### src/design/uwir_pkg.sv
// uwir_pkg: register map, field layout and carrier types of the usb wrapper irq/aggregation block
package uwir_pkg;
	// byte addresses of the word registers
	localparam logic [7:0] UWIR_OFS_MASKED_EP = 8'h00; // masked_irq_status_endpoints
	localparam logic [7:0] UWIR_OFS_MASKED_CORE = 8'h04; // masked_irq_status_core
	localparam logic [7:0] UWIR_OFS_EOI = 8'h08; // end_of_interrupt
	localparam logic [7:0] UWIR_OFS_VEC_LOW = 8'h0C; // irq_vector_low
	localparam logic [7:0] UWIR_OFS_VEC_HIGH = 8'h10; // irq_vector_high
	localparam logic [7:0] UWIR_OFS_EP1_LOW = 8'h14; // ep1_aggregate_size_low
	localparam logic [7:0] UWIR_OFS_EP1_HIGH = 8'h18; // ep1_aggregate_size_high
	localparam logic [7:0] UWIR_OFS_EP2_LOW = 8'h1C; // ep2_aggregate_size_low
	localparam logic [7:0] UWIR_OFS_EP2_HIGH = 8'h20; // ep2_aggregate_size_high
	localparam logic [7:0] UWIR_OFS_AGG_CTRL = 8'h24; // receive_aggregation_mode enables
	localparam logic [7:0] UWIR_OFS_RAW_EP = 8'h28; // raw endpoint sources, unmasked
	localparam logic [7:0] UWIR_OFS_RAW_CORE = 8'h2C; // raw core sources, unmasked
	// field layout: implemented bits of each 16-bit register
	localparam logic [15:0] UWIR_EP_FIELDS = 16'h1F1F; // rx 12-8, tx 4-0
	localparam logic [15:0] UWIR_CORE_FIELDS = 16'h01FF; // usb 8-0
	localparam logic [15:0] UWIR_EOI_FIELDS = 16'h00FF; // irq_ack_vector 7-0
	localparam logic [15:0] UWIR_TOP_FIELDS = 16'h0001; // count_top bit 0
	localparam logic [15:0] UWIR_CTRL_FIELDS = 16'h0003; // one enable per endpoint
	localparam int UWIR_HALF_W = 16; // register data width
	localparam int UWIR_SIZE_W = 17; // aggregation byte count width
	localparam int UWIR_NUM_EP = 2; // endpoints with aggregation here
	// reset values
	localparam logic [7:0] UWIR_EOI_RESET = 8'h00;
	localparam logic [16:0] UWIR_SIZE_RESET = 17'h0_0000;
	localparam logic [31:0] UWIR_RDATA_ZERO = 32'h0000_0000;
	// one received usb packet from the receive path
	typedef struct packed {
		logic valid; // one-cycle pulse per packet
		logic short_pkt; // packet shorter than max packet size
		logic [10:0] bytes; // bytes in this packet
	} uwir_rx_s;
	// one completed dma packet towards the dma path
	typedef struct packed {
		logic close; // one-cycle pulse: dma packet complete
		logic [16:0] length; // bytes merged into it
	} uwir_dma_s;
	// interrupt source inputs from the usb core
	typedef struct packed {
		logic [15:0] src_ep; // raw endpoint sources
		logic [15:0] src_core; // raw core sources
		logic [15:0] mask_ep; // endpoint masks, same bit positions
		logic [15:0] mask_core; // core masks, same bit positions
	} uwir_irq_s;
endpackage

### src/design/uwir_regs.sv
// uwir_regs: masked irq view, end-of-interrupt, vector read-back and rx aggregation sizes
// Functional notes
// - masked status bit is source and mask
// - endpoint view: rx 12-8, tx 4-0
// - core view: bits 8-0, rest zero
// - writing zero to ack field acknowledges
// - vector input read as two halves
// - ep1 merges packets until size reached
// - short packet closes merged packet early
// - 17-bit size from low and top
// - ep2 has identical size and merge
// - same bit positions in all views
// - raw sources stay visible, never masked
//
// The implementer's own choices: the register addresses and the APB slave port.
`timescale 1ns/100ps
module uwir_regs
	import uwir_pkg::*;
#(
	parameter int RX_BYTES_W = 11 // width of per-packet byte count
)
(
	input wire logic i_sys_clk, // 25 mhz system clock
	input wire logic i_rstn, // asynchronous reset, active low
	input wire logic i_psel, // apb select
	input wire logic i_penable, // apb access phase
	input wire logic i_pwrite, // apb direction, high for write
	input wire logic [7:0] i_paddr, // apb byte address
	input wire logic [31:0] i_pwdata, // apb write data
	output logic o_pready, // apb ready, from flop
	output logic [31:0] o_prdata, // apb read data, from flop
	output logic o_pslverr, // apb error on unmapped address
	input wire uwir_pkg::uwir_irq_s i_irq, // core sources and masks
	input wire logic [31:0] i_irq_vector, // incoming interrupt vector
	input wire uwir_pkg::uwir_rx_s i_rx_ep1, // ep1 received packets
	input wire uwir_pkg::uwir_rx_s i_rx_ep2, // ep2 received packets
	output uwir_pkg::uwir_dma_s o_dma_ep1, // ep1 dma packet completions
	output uwir_pkg::uwir_dma_s o_dma_ep2, // ep2 dma packet completions
	output logic o_irq, // interrupt request, level
	output logic o_eoi_pulse // acknowledge seen, one cycle
);
	import uwir_pkg::*;

	// the per-packet count must fit the 17-bit accumulator
	if (RX_BYTES_W < 1 || RX_BYTES_W > 11)
	begin : g_bad_width
		$error("RX_BYTES_W must lie between 1 and 11");
	end

	// whole state of the block
	typedef struct packed {
		logic pready; // answer phase of the bus
		logic [31:0] prdata; // read data held for the answer
		logic pslverr; // error answer
		logic [7:0] ack_vec; // irq_ack_vector field
		logic eoi_pulse; // acknowledge strobe
		logic irq; // interrupt request
		logic [1:0][16:0] size; // programmed aggregation counts
		logic [1:0] agg_en; // receive_aggregation_mode per endpoint
		logic [1:0][16:0] acc; // bytes merged so far
		logic [1:0] close; // dma packet completion strobes
		logic [1:0][16:0] len; // length of the completed dma packet
	} uwir_state_s;

	uwir_state_s st_q; // registered state
	uwir_state_s st_d; // next state
	logic [15:0] masked_ep; // endpoint masked view
	logic [15:0] masked_core; // core masked view
	logic bus_done; // access phase completes at this edge
	logic wr_en; // write takes effect at this edge
	uwir_rx_s [1:0] rx; // both receive inputs as one array

	// masking keeps each bit at its own position; reserved bits drop out
	function automatic logic [15:0] mask_view(input logic [15:0] src, input logic [15:0] msk,
		input logic [15:0] fields);
		mask_view = src & msk & fields;
	endfunction

	// place a 16-bit value in the low half of a bus word
	function automatic logic [31:0] half_word(input logic [15:0] v);
		half_word = {16'h0000, v};
	endfunction

	// decode a read; unmapped gives an error flag
	function automatic logic [32:0] read_mux(input logic [7:0] a, input uwir_state_s s,
		input logic [15:0] m_ep, input logic [15:0] m_core, input logic [31:0] vec,
		input uwir_irq_s irq);
		logic [15:0] v;
		logic bad;
		v = 16'h0000;
		bad = 1'b0;
		case (a)
			UWIR_OFS_MASKED_EP: v = m_ep;
			UWIR_OFS_MASKED_CORE: v = m_core;
			UWIR_OFS_EOI: v = {8'h00, s.ack_vec};
			UWIR_OFS_VEC_LOW: v = vec[15:0];
			UWIR_OFS_VEC_HIGH: v = vec[31:16];
			UWIR_OFS_EP1_LOW: v = s.size[0][15:0];
			UWIR_OFS_EP1_HIGH: v = {15'h0000, s.size[0][16]};
			UWIR_OFS_EP2_LOW: v = s.size[1][15:0];
			UWIR_OFS_EP2_HIGH: v = {15'h0000, s.size[1][16]};
			UWIR_OFS_AGG_CTRL: v = {14'h0000, s.agg_en};
			UWIR_OFS_RAW_EP: v = irq.src_ep & UWIR_EP_FIELDS;
			UWIR_OFS_RAW_CORE: v = irq.src_core & UWIR_CORE_FIELDS;
			default: bad = 1'b1; // unmapped: zero data, error
		endcase
		read_mux = {bad, half_word(v)};
	endfunction

	// one merge step: returns close, new accumulator, completed length
	function automatic logic [34:0] merge_step(input logic [16:0] acc, input logic [16:0] size,
		input logic en, input uwir_rx_s r);
		logic [17:0] sum;
		logic done;
		sum = {1'b0, acc} + {7'h00, r.bytes};
		done = 1'b0;
		if (r.valid)
		begin
			// without aggregation each usb packet is its own dma packet
			done = !en || r.short_pkt || (sum >= {1'b0, size});
		end
		if (!r.valid)
			merge_step = {1'b0, acc, 17'h0_0000};
		else if (done)
			merge_step = {1'b1, UWIR_SIZE_RESET, sum[16:0]};
		else
			merge_step = {1'b0, sum[16:0], 17'h0_0000};
	endfunction

	assign masked_ep = mask_view(i_irq.src_ep, i_irq.mask_ep, UWIR_EP_FIELDS);
	assign masked_core = mask_view(i_irq.src_core, i_irq.mask_core, UWIR_CORE_FIELDS);
	assign bus_done = i_psel && i_penable && st_q.pready;
	assign wr_en = bus_done && i_pwrite;
	assign rx[0] = i_rx_ep1;
	assign rx[1] = i_rx_ep2;

	// next state: bus slave, acknowledge, irq, size registers, merge engines
	always_comb
	begin
		logic [32:0] rd;
		logic [34:0] step;
		rd = 33'h0_0000_0000;
		step = 35'h0_0000_0000;
		st_d = st_q;
		st_d.eoi_pulse = 1'b0; // strobes last one cycle
		st_d.close = 2'b00;
		// one wait state: ready rises in the second access cycle
		st_d.pready = i_psel && i_penable && !st_q.pready;
		if (i_psel && i_penable && !st_q.pready)
		begin
			rd = read_mux(i_paddr, st_q, masked_ep, masked_core, i_irq_vector, i_irq);
			st_d.prdata = i_pwrite ? UWIR_RDATA_ZERO : rd[31:0];
			st_d.pslverr = rd[32];
		end
		else if (!st_q.pready)
		begin
			st_d.prdata = UWIR_RDATA_ZERO;
			st_d.pslverr = 1'b0;
		end
		// writes land only at the edge that completes the transfer
		if (wr_en)
		begin
			case (i_paddr)
				UWIR_OFS_EOI:
				begin
					st_d.ack_vec = i_pwdata[7:0];
					st_d.eoi_pulse = (i_pwdata[7:0] == UWIR_EOI_RESET);
				end
				UWIR_OFS_EP1_LOW: st_d.size[0][15:0] = i_pwdata[15:0];
				UWIR_OFS_EP1_HIGH: st_d.size[0][16] = i_pwdata[0];
				UWIR_OFS_EP2_LOW: st_d.size[1][15:0] = i_pwdata[15:0];
				UWIR_OFS_EP2_HIGH: st_d.size[1][16] = i_pwdata[0];
				UWIR_OFS_AGG_CTRL: st_d.agg_en = i_pwdata[1:0];
				default: ; // read-only or unmapped: write ignored
			endcase
		end
		// the request drops for one cycle after an ack so the cpu sees a new edge
		st_d.irq = ((|masked_ep) || (|masked_core)) && !st_d.eoi_pulse;
		// both endpoints run the same engine; a size write mid-packet applies at once
		for (int e = 0; e < UWIR_NUM_EP; e++)
		begin
			step = merge_step(st_q.acc[e], st_q.size[e], st_q.agg_en[e], rx[e]);
			st_d.close[e] = step[34];
			st_d.acc[e] = step[33:17];
			if (step[34])
				st_d.len[e] = step[16:0];
		end
	end

	// state register; constants only under reset
	always_ff @(posedge i_sys_clk or negedge i_rstn)
	begin
		if (!i_rstn)
		begin
			st_q <= '0; // all fields reset to zero, ack field included
		end
		else
		begin
			st_q <= st_d;
		end
	end

	// outputs straight from the state flops
	assign o_pready = st_q.pready;
	assign o_prdata = st_q.prdata;
	assign o_pslverr = st_q.pslverr;
	assign o_irq = st_q.irq;
	assign o_eoi_pulse = st_q.eoi_pulse;
	assign o_dma_ep1 = '{close: st_q.close[0], length: st_q.len[0]};
	assign o_dma_ep2 = '{close: st_q.close[1], length: st_q.len[1]};

	// read of the endpoint masked view returns source and mask
	a_masked_ep_read: assert property (@(posedge i_sys_clk) disable iff (!i_rstn)
		(i_psel && i_penable && !o_pready && !i_pwrite && i_paddr == UWIR_OFS_MASKED_EP)
		|=> o_prdata == {16'h0000, $past(i_irq.src_ep & i_irq.mask_ep) & UWIR_EP_FIELDS})
		else $error("endpoint masked view wrong");

	// reserved bits of the core view read zero
	a_core_reserved: assert property (@(posedge i_sys_clk) disable iff (!i_rstn)
		(o_pready && $past(i_paddr) == UWIR_OFS_MASKED_CORE) |-> o_prdata[31:9] == '0)
		else $error("core view reserved bits set");

	// ack write of zero gives one strobe and drops the request
	a_eoi_strobe: assert property (@(posedge i_sys_clk) disable iff (!i_rstn)
		(wr_en && i_paddr == UWIR_OFS_EOI && i_pwdata[7:0] == UWIR_EOI_RESET)
		|=> o_eoi_pulse && !o_irq ##1 !o_eoi_pulse)
		else $error("acknowledge strobe wrong");

	// vector high half matches the input
	a_vector_high: assert property (@(posedge i_sys_clk) disable iff (!i_rstn)
		(i_psel && i_penable && !o_pready && !i_pwrite && i_paddr == UWIR_OFS_VEC_HIGH)
		|=> o_prdata == {16'h0000, $past(i_irq_vector[31:16])})
		else $error("vector high half wrong");

	// short packet always closes the ep1 merged packet next cycle
	a_short_close: assert property (@(posedge i_sys_clk) disable iff (!i_rstn)
		(i_rx_ep1.valid && i_rx_ep1.short_pkt) |=> o_dma_ep1.close && st_q.acc[0] == '0)
		else $error("short packet did not close");

	// reaching the programmed count closes with that length
	a_size_close: assert property (@(posedge i_sys_clk) disable iff (!i_rstn)
		(i_rx_ep1.valid && st_q.agg_en[0] && (st_q.acc[0] + i_rx_ep1.bytes) == st_q.size[0])
		|=> o_dma_ep1.close && o_dma_ep1.length == $past(st_q.size[0]))
		else $error("merge did not close at size");

	// ep2 keeps merging below its count
	a_ep2_merge: assert property (@(posedge i_sys_clk) disable iff (!i_rstn)
		(i_rx_ep2.valid && !i_rx_ep2.short_pkt && st_q.agg_en[1]
		&& ({1'b0, st_q.acc[1]} + i_rx_ep2.bytes) < {1'b0, st_q.size[1]})
		|=> !o_dma_ep2.close && st_q.acc[1] == $past(st_q.acc[1] + i_rx_ep2.bytes))
		else $error("ep2 closed early");

	// top size register keeps only bit 0
	a_size_top: assert property (@(posedge i_sys_clk) disable iff (!i_rstn)
		(i_psel && i_penable && !o_pready && !i_pwrite && i_paddr == UWIR_OFS_EP1_HIGH)
		|=> o_prdata == {31'h0000_0000, st_q.size[0][16]})
		else $error("size top reads wrong");

	// request follows any masked source one cycle later, unless a zero ack lands
	// built from the raw inputs so a broken mask path cannot hide behind itself
	a_irq_level: assert property (@(posedge i_sys_clk) disable iff (!i_rstn)
		(((|(i_irq.src_ep & i_irq.mask_ep & UWIR_EP_FIELDS))
		|| (|(i_irq.src_core & i_irq.mask_core & UWIR_CORE_FIELDS)))
		&& !(wr_en && i_paddr == UWIR_OFS_EOI && i_pwdata[7:0] == UWIR_EOI_RESET))
		|=> o_irq)
		else $error("irq missing while masked bit set");

	// raw view ignores the masks
	a_raw_visible: assert property (@(posedge i_sys_clk) disable iff (!i_rstn)
		(i_psel && i_penable && !o_pready && !i_pwrite && i_paddr == UWIR_OFS_RAW_EP)
		|=> o_prdata[15:0] == ($past(i_irq.src_ep) & UWIR_EP_FIELDS))
		else $error("raw view masked");
endmodule

### config.mk
export PLATFORM = sky130hd
export DESIGN_NAME = uwir_regs
export DESIGN_NICKNAME = d
export VERILOG_FILES = /design/src/design/uwir_pkg.sv /design/src/design/uwir_regs.sv
export SDC_FILE = /design/constraint.sdc
export NUM_CORES = 1
export LEC_CHECK = 0
export BUFFER_PORTS_ARGS = -buffer_cell sky130_fd_sc_hd__buf_4
export CAP_MARGIN = 20
export CORE_MARGIN = 8
export CORE_UTILIZATION = 45
export CTS_CLUSTER_DIAMETER = 50
export DETAILED_ROUTE_END_ITERATION = 10
export PLACE_DENSITY = 0.79
export SLEW_MARGIN = 20
export SYNTH_ARGS = -nofsm -noshare
export SYNTH_HDL_FRONTEND = slang
export SYNTH_SLANG_ARGS = --single-unit
### constraint.sdc
create_clock -name i_sys_clk -period 5.2 [get_ports i_sys_clk]
set_input_delay 0.78 -clock i_sys_clk [delete_from_list [all_inputs] [get_ports i_sys_clk]]
set_output_delay 0.78 -clock i_sys_clk [all_outputs]
set_load 0.1 [all_outputs]
# [After elaboration in Yosys (flattened, before gate mapping)]
# Cells that the tools add are included.
[word_totals] regBits=150 in_bits=167 output_inout_bits=72
[classes] add_sub_neg=2 magnitude_cmp=2 eq_ne=12 mux=13 n_bitwise=2 n_reduce_logical=25
[ops] op="case mux 16 bit (12 select lines)" count=1
[ops] op="2-to-1 mux 35 bit" count=4
[ops] op="2-to-1 mux 33 bit" count=2
[ops] op="adder 17 x 11 -> 18 bit" count=2
[ops] op="greater-or-equal comparator 18 x 17 -> 1 bit" count=2
[ops] op="equality test 8 x 5 -> 1 bit, second input constant" count=4
[ops] op="equality test 8 x 6 -> 1 bit, second input constant" count=4
[ops] op="equality test 8 x 4 -> 1 bit, second input constant" count=2
[ops] op="logical NOT 8 bit" count=2
[ops] op="2-to-1 mux 16 bit" count=1
[ops] op="bitwise AND 13 bit" count=1
[ops] op="AND reduction 2 bit" count=6
[ops] op="OR reduction 12 bit" count=1
[ops] op="OR reduction 10 bit" count=1
[ops] op="bitwise AND 9 bit" count=1
[ops] op="OR reduction 9 bit" count=1
[ops] op="equality test 8 x 3 -> 1 bit, second input constant" count=1
[ops] op="logical AND 1 bit" count=5
[ops] op="logical OR 1 bit" count=5
[ops] op="2-to-1 mux 1 bit" count=5
[ops] op="logical NOT 1 bit" count=4
[ops] op="!= test 2 x 1 -> 1 bit, second input constant" count=1

# [Logic depth before layout (Yosys ltp)]
# Gate-level depths: netlist of run 1.
[depth] ltp_word=6 mapped_depth=16

# [Least setup slack after synthesis of run 1]
# Ideal clock, no wire load.
[synth_timing] path_type="input-to-reg" start="input i_rx_ep2[0] (netlist bit)" end="register st_q (netlist bit o_dma_ep2[10])" setup_ps=125 t_arrival_ps=4082 setup_slack_ps=993 path_stages=16 n_path_buf=1 cell_sequence="ha_1 inv_1 fa_1 nand2b_1 a21oi_1 nor2b_1 o21ai_0 xor2_1 ha_1 nand4_1 a211oi_1 a2111oi_0 o211ai_1 o21ai_4 buf_6 mux2_4"
[synth_via] elab_chain_cells=6
[synth_lines] element="start, declared" line="uwir_regs.sv:36" source="input wire uwir_pkg::uwir_rx_s i_rx_ep2,"
[synth_lines] element="adder 17 x 11 -> 18 bit *" line="uwir_regs.sv:115" source="sum = {1'b0, acc} + {7'h00, r.bytes};"
[synth_lines] element="greater-or-equal comparator 18 x 17 -> 1 bit" line="uwir_regs.sv:120" source="done = !en || r.short_pkt || (sum >= {1'b0, size});"
[synth_lines] element="logical OR 1 bit" line="uwir_regs.sv:120"
[synth_lines] element="2-to-1 mux 1 bit" line="uwir_regs.sv:117" source="if (r.valid)"
[synth_lines] element="2-to-1 mux 35 bit *" line="uwir_regs.sv:124" source="else if (done)"
[synth_lines] element="2-to-1 mux 35 bit *" line="uwir_regs.sv:122" source="if (!r.valid)"
[synth_lines] element="end signal, assigned" line="uwir_regs.sv:199" source="st_q <= st_d;"
[synth_lines] element="end, declared" line="uwir_regs.sv:65" source="uwir_state_s st_q;"
# Mark *: on every way between the ends. The rest lies on a longest branch, timed or not.
# A chain may end at the register's enable or synchronous reset.

# [Final worst setup path of run 1]
[layout_timing] start="input i_rx_ep2[1] (netlist bit)" end="register st_q (netlist bit o_dma_ep2[7])"
# Same word-level chain as after synthesis.

==> results of run 1 <==
==> per-stage QoR <==
step	cells	hold slack [ps]	setup WS (ps)	total power (uW)
2_1_floorplan	931	453	993	1440
3_3_place_gp	1286	468	388	1590
3_5_place_dp	1286	474	314	1590
4_1_cts	1318	477	761	2820
5_1_grt	1318	494	365	2890
6_report	1318	434	716	2800
==> cells in the mapped netlist, drive strengths merged (4+ instances only) <==
cell type / count
nor2b: 25
a21oi: 50
ha: 56
o211ai: 11
o21ai: 65
xnor2: 14
xor2: 14
mux2: 47
a22o: 11
a211oi: 14
inv: 62
nand2b: 7
nand2: 99
o21a: 4
a221oi: 11
nand3: 4
nor2: 33
a31oi: 6
dfrtp: 134
clkbuf: 17
o22ai: 13
a22oi: 21
nand4: 9
a31o: 23
and3: 4
buf: 82
a2111oi: 4
nor3: 13
a21o: 14
nor4: 5
==> logic make-up after synthesis <==
family	count (synthesis)	synth area share
adder cells (fa/ha/maj)	58	0.0841
XOR/XNOR	28	0.0278
flip-flops	134	0.381
AND/OR/NAND/NOR	220	0.126
buffers and inverters	162	0.103
AO/OA/AOI/OAI	266	0.210
multiplexers	47	0.0677
other	1	0.000426
==> power by group through the flow <==
stage	combinational [uW]	sequential, uW	clock, uW
6_report	493	1080	1230
5_1_grt	518	1080	1290
4_1_cts	494	1080	1240
3_3_place_gp	487	1100	0
2_1_floorplan	342	1100	0
3_5_place_dp	492	1100	0
==> layout make-up <==
| cell class | instances | area [um^2] | share of cell area |
|---|---|---|---|
| inverter | 62 | 233 | 0.0220 |
| multi-input combinational | 635 | 4610 | 0.436 |
| tap | 265 | 332 | 0.0313 |
| timing repair buffer | 190 | 1460 | 0.137 |
| clock inverter | 13 | 148 | 0.0139 |
| clock buffer | 19 | 453 | 0.0428 |
| sequential | 134 | 3350 | 0.317 |
==> per-layer routing <==
layer,up-vias,wire (um)
li1,3487,-
met1,3592,10900
met2,366,12000
met3,65,2810
met4,2,1060
met5,-,13
==> placed cells by master, fill, tap and decap left out, types with 6 or more instances in the layout <==
cell type,count
mux2_2,29
a31oi_1,6
nor3_1,11
a21o_1,14
nand2_1,99
clkbuf_16,17
nor2b_1,24
o211ai_1,11
buf_4,187
dfrtp_1,134
a221oi_1,11
a211oi_1,13
conb_1,16
clkinvlp_4,6
o21ai_0,59
a22oi_1,21
a22o_1,11
nand4_1,9
o22ai_1,13
mux2_4,18
ha_1,56
inv_1,62
a21oi_1,50
xor2_1,14
nor2_1,29
xnor2_1,14
a31o_2,23
nand2b_1,7
==> sequential cells by signal, indices dropped and copies added, names as in the netlist <==
| register | count |
|---|---|
| o_irq | 1 |
| o_prdata | 16 |
| o_pready | 1 |
| st_q | 78 |
| o_pslverr | 1 |
| o_eoi_pulse | 1 |
| o_dma_ep2 | 18 |
| o_dma_ep1 | 18 |
==> worst max-delay path by stage <==
stage | from | to | slack, ps | depth (start not counted)
floorplan | i_rx_ep2[0] | o_dma_ep2[10] | 990 | 16
global placement | i_rx_ep2[0] | o_dma_ep2[7] | 390 | 17
detailed placement | i_rx_ep2[0] | o_dma_ep2[7] | 310 | 17
CTS | i_rx_ep2[0] | o_dma_ep2[7] | 760 | 17
global route | i_rx_ep2[1] | o_dma_ep2[7] | 360 | 15
finish | i_rx_ep2[1] | o_dma_ep2[7] | 720 | 15
==> flow_summary.yaml, run 1 <==
timing:
  fin_crit_sh: 0.862
  setup_violations: 0
  fmax_ghz: 0.223
  slew_viol_final: 0
  worstMarginPinSlew_ps: 932
  maxSlewHeadroom: 0.379
  finalHoldViolCount: 0
  rsz0062_at_grt: "false"
  layout_min_cycle_time_ps: 4480
  skew_ps: 8.09
  fin_tns_setup_ps: 0
cts:
  clock_sinks: 134
  cts_hold_buf: 0
  clk_latency_ps: 420
  root_buffer: "clkbuf_16"
  cts_tree: "built"
  h-tree-depth: 4
  post-cts-setup-buffers: 0
  clock_path_buffers: 2
  numCtsBuffers: 17
  clk_pin_slew_ps: 60
  cts_resized: 0
floorplanning:
  design.die.area_um2: 24300
  rows: 51
  initial_core_util: 0.456
  die_h_um: 156
  top_level_ports: 239
  fp.dieW_um: 156
  fp.coreArea_um2: 19300
yosys:
  postSynthAreaPerCell_um2: 9.62
  netlist_instances: 916
  netlist.area_leader.share: 0.381
  yosys_warnings: 0
  synth_ff_type: "dfrtp_1"
  synth.area.top_cells: "dfrtp_1, ha_1, buf_4"
  ys_ff_latch: 134
  yosysUniqueCellTypes: 76
  synth_edf_count: 0
  async_reset_ff_frac: 1.00
  synth_top_area_cell: "dfrtp_1"
  syn_area_um2: 8810
  seq_area_frac_synth: 0.381
run:
  cap_violations: 0
finish:
  finish.utilization: 0.548
  area_growth_pct: 20.2
  nets: 1265
  antenna_cells: 0
  drive_gt1_frac: 0.303
  stdcell_area_um2: 10600
  nFillCells: 1704
setup_path:
  crit_path_top_delay_cell: "a2111oi_0"
  critPathCaptureType: "flop"
  reg2reg_to: "o_dma_ep2[7]"
  reg2reg_from: "st_q[53]"
  cp.required_ps: 5510
  r2r_slack_ps: 820
  cp.arrival_ps: 4790
  start_kind: "primary input"
  worstSetupPathType: "in2reg"
  crit_path_cell_trace: "buf_4 > ha_1 > a211oi_1 > o21bai_1 > a2111oi_0 > nor3_1 > xor2_1 > ha_1 > a211oi_1 > nor2_1 > a2111oi_0 > o211ai_1 > o21ai_4 > buf_12 > mux2_2"
  path_buf_inv: 2
  max_stage_delay_ps: 500
  r2r_cells: 16
  worstPathMaxFanout: 12
  critical-path-top-delay-family: "compound AO/OA/AOI/OAI gates"
route:
  vias: 7512
  finalWirelength_um: 26800
  vias_per_cell: 5.70
  routedWlPerCell_um: 20.3
  ant_nets: 0
  drt-pass1-iter-count: 8
  drt_iter0_drc: 690
  drt_drc_violations_left: 0
grt:
  met3_usage: 0.0762
  grt_pass1_wl_um: 41400
  grtUsageMet2: 0.341
  grt_max_degree: 96
  grt_pass1_vias: 7506
  antenna_found_initial: 1
  grt-busiest-layer: "met2"
  grt_overflow: 0
  grtUsageTotal: 0.219
  met1_usage: 0.268
power:
  p_leak_uw: 0.00514
  p_int_uw: 1950
  ir_drop_mv: 0.208
  p_comb_frac: 0.176
  clkPwrFrac: 0.438
  swShare: 0.304
  pwr-share-seq: 0.386
  power_density_nw_per_um2: 264
  p_switching_uw: 851
placement:
  placed_area_um2: 9980
  gp_congestion: 0.947
  hpwlAfterDp_um: 20600
  io_buffer_count: 180
run_status:
  status: "completed"
worst_hold_path:
  hp-class: "in2async"
No activity file was read; power rests on OpenSTA's default activity.
==> run 2, diff against run 1 <==
Settings changed: CORE_UTILIZATION 45 to 54, PLACE_DENSITY 0.79 to 0.91, SKIP_CTS_REPAIR_TIMING from default to 1, TNS_END_PERCENT from default to 20.
==> run 2 against run 1 <==
  * Clock-buffer cell count is 2 lower
  * Worst hold slack got worse by 27 ps
  * Sequential share of layout area is 0.21 points higher
  * Critical path depth is the same
  * Via count rose by 4.5%
  * Register-to-register slack got worse by 130 ps
  * Setup slack worse by 120 ps
  * Combinational power is 1% higher
  * Utilization rose by 11 points
  * Routed wire length is 4.4% higher
  * First-iteration DRC count grew 15%
  * Critical path type unchanged
  * Largest power group unchanged
==> flow_summary.yaml, run 2 (synthesized netlist as in run 1, its figures left out) <==
power:
  power_density_nw_per_um2: 267
  fin_total_pwr_uw: 2810
  p_leak_uw: 0.00516
  ir_drop_mv: 0.252
floorplanning:
  die_h_um: 144
  top_level_ports: 239
  fp.dieW_um: 144
  rows: 46
  design.die.area_um2: 20700
  fp.coreArea_um2: 15900
  initial_core_util: 0.553
timing:
  skew_ps: 6.73
  maxSlewHeadroom: 0.254
  rsz0062_at_grt: "false"
  layout_min_cycle_time_ps: 4600
  worst_slack_ps: 600
  slew_viol_final: 0
  fin_tns_setup_ps: 0
  setup_violations: 0
  worstMarginPinSlew_ps: 1120
  fmax_ghz: 0.217
  finalHoldViolCount: 0
  fin_crit_sh: 0.885
run:
  cap_violations: 0
grt:
  antenna_found_initial: 1
  grt_overflow: 0
  grt_max_degree: 90
  grtUsageTotal: 0.269
  grt_pass1_wl_um: 42800
  grt_pass1_vias: 7890
cts:
  clock_path_buffers: 2
  clk_pin_slew_ps: 60
  cts_tree: "built"
  h-tree-depth: 4
  numCtsBuffers: 17
  clock_sinks: 134
  root_buffer: "clkbuf_16"
  clk_latency_ps: 440
route:
  drt_drc_violations_left: 0
  wl_met1_um: 10500
  wl_met2_um: 13300
  routedWlPerCell_um: 22.0
  drt_iter0_drc: 796
  highest_layer: "met4"
  drt-pass1-iter-count: 8
  ant_nets: 0
  vias_per_cell: 6.18
  finalWirelength_um: 28000
  vias: 7853
  wl_met3_um: 2890
finish:
  nets: 1265
  layout_commonest_cell: "buf_4"
  drive_gt1_frac: 0.302
  largest_reg_flops: 78
  regArea_um2: 3350
  area_growth_pct: 19.4
  multi_input_area_um2: 4610
  stdcell_area_um2: 10500
  largest_register: "st_q"
  nFillCells: 1178
  final_cell_mix: "buf_4, dfrtp_1, nand2_1, inv_1, o21ai_0"
setup_path:
  reg2reg_from: "st_q[54]"
  r2r_cells: 14
  cp.arrival_ps: 4910
  start_kind: "primary input"
  r2r_slack_ps: 690
  worstSetupPathType: "in2reg"
  cp.required_ps: 5510
  crit_start: "i_rx_ep2[1]"
  worstPathMaxFanout: 12
  critPathCaptureType: "flop"
placement:
  preCtsSetupSlack_ps: 258
  io_buffer_count: 180
  hpwlAfterDp_um: 20700
  gp_congestion: 0.916
  placed_area_um2: 9920
run_status:
  status: "completed"
worst_hold_path:
  hp-class: "in2async"
run 2: cell types whose count changed in the layout (fill, tap and decap cells not counted):
cell        before  now
clkinvlp_4       6    1
inv_6            1    6
clkbuf_8         2    0
clkinv_2         1    2
clkinv_4         2    3
diode_2          0    1
nor2b_1         24   25
nor2b_2          1    0
run 2: final cells by class:
type / instances / area share
Clock inverter: 15 / 0.0159
Antenna cell: 1 / 0.000238
Sequential cell: 134 / 0.319
Clock buffer: 17 / 0.0404
Tap cell: 216 / 0.0257
Timing Repair Buffer: 190 / 0.138
Inverter: 62 / 0.0221
Multi-Input combinational cell: 635 / 0.438
run 2: final timing paths:
check / end
min reg2reg: o_prdata[9]
min: st_q[54]
min in group i_sys_clk: o_prdata[9]
max in group asynchronous: st_q[84]
max reg2reg: o_dma_ep2[7]
max: o_dma_ep2[7]
run 2: power by group:
group | internal, uW | total [uW] | switching, uW
Combinational | 148 | 498 | 350
Clock | 718 | 1230 | 514
Sequential | 1060 | 1080 | 16.1
run 2: metal layers:
layer,global-route usage,vias up
met3,0.0693,97
li1,-,3480
met5,0,-
met4,0.143,0
met2,0.444,519
met1,0.316,3757
run 2: stage by stage:
step	hold WS (ps)	util	instances
after CTS	463	0.660	1269
final	407	0.660	1270
after global routing	491	0.660	1270
after global placement	466	0.622	1237
after floorplan	453	-	931
after detailed placement	475	0.622	1237
run 2: worst max-delay path, stage by stage:
cell       delay [ps]
buf_4             110
ha_1              300
a211oi_1          310
o21bai_1          150
a2111oi_0         650
nor3_1            180
xor2_1            280
ha_1              300
a211oi_1          240
nor2_1             70
a2111oi_0         310
o211ai_1          300
o21ai_4           370
buf_12            200
mux2_2            350
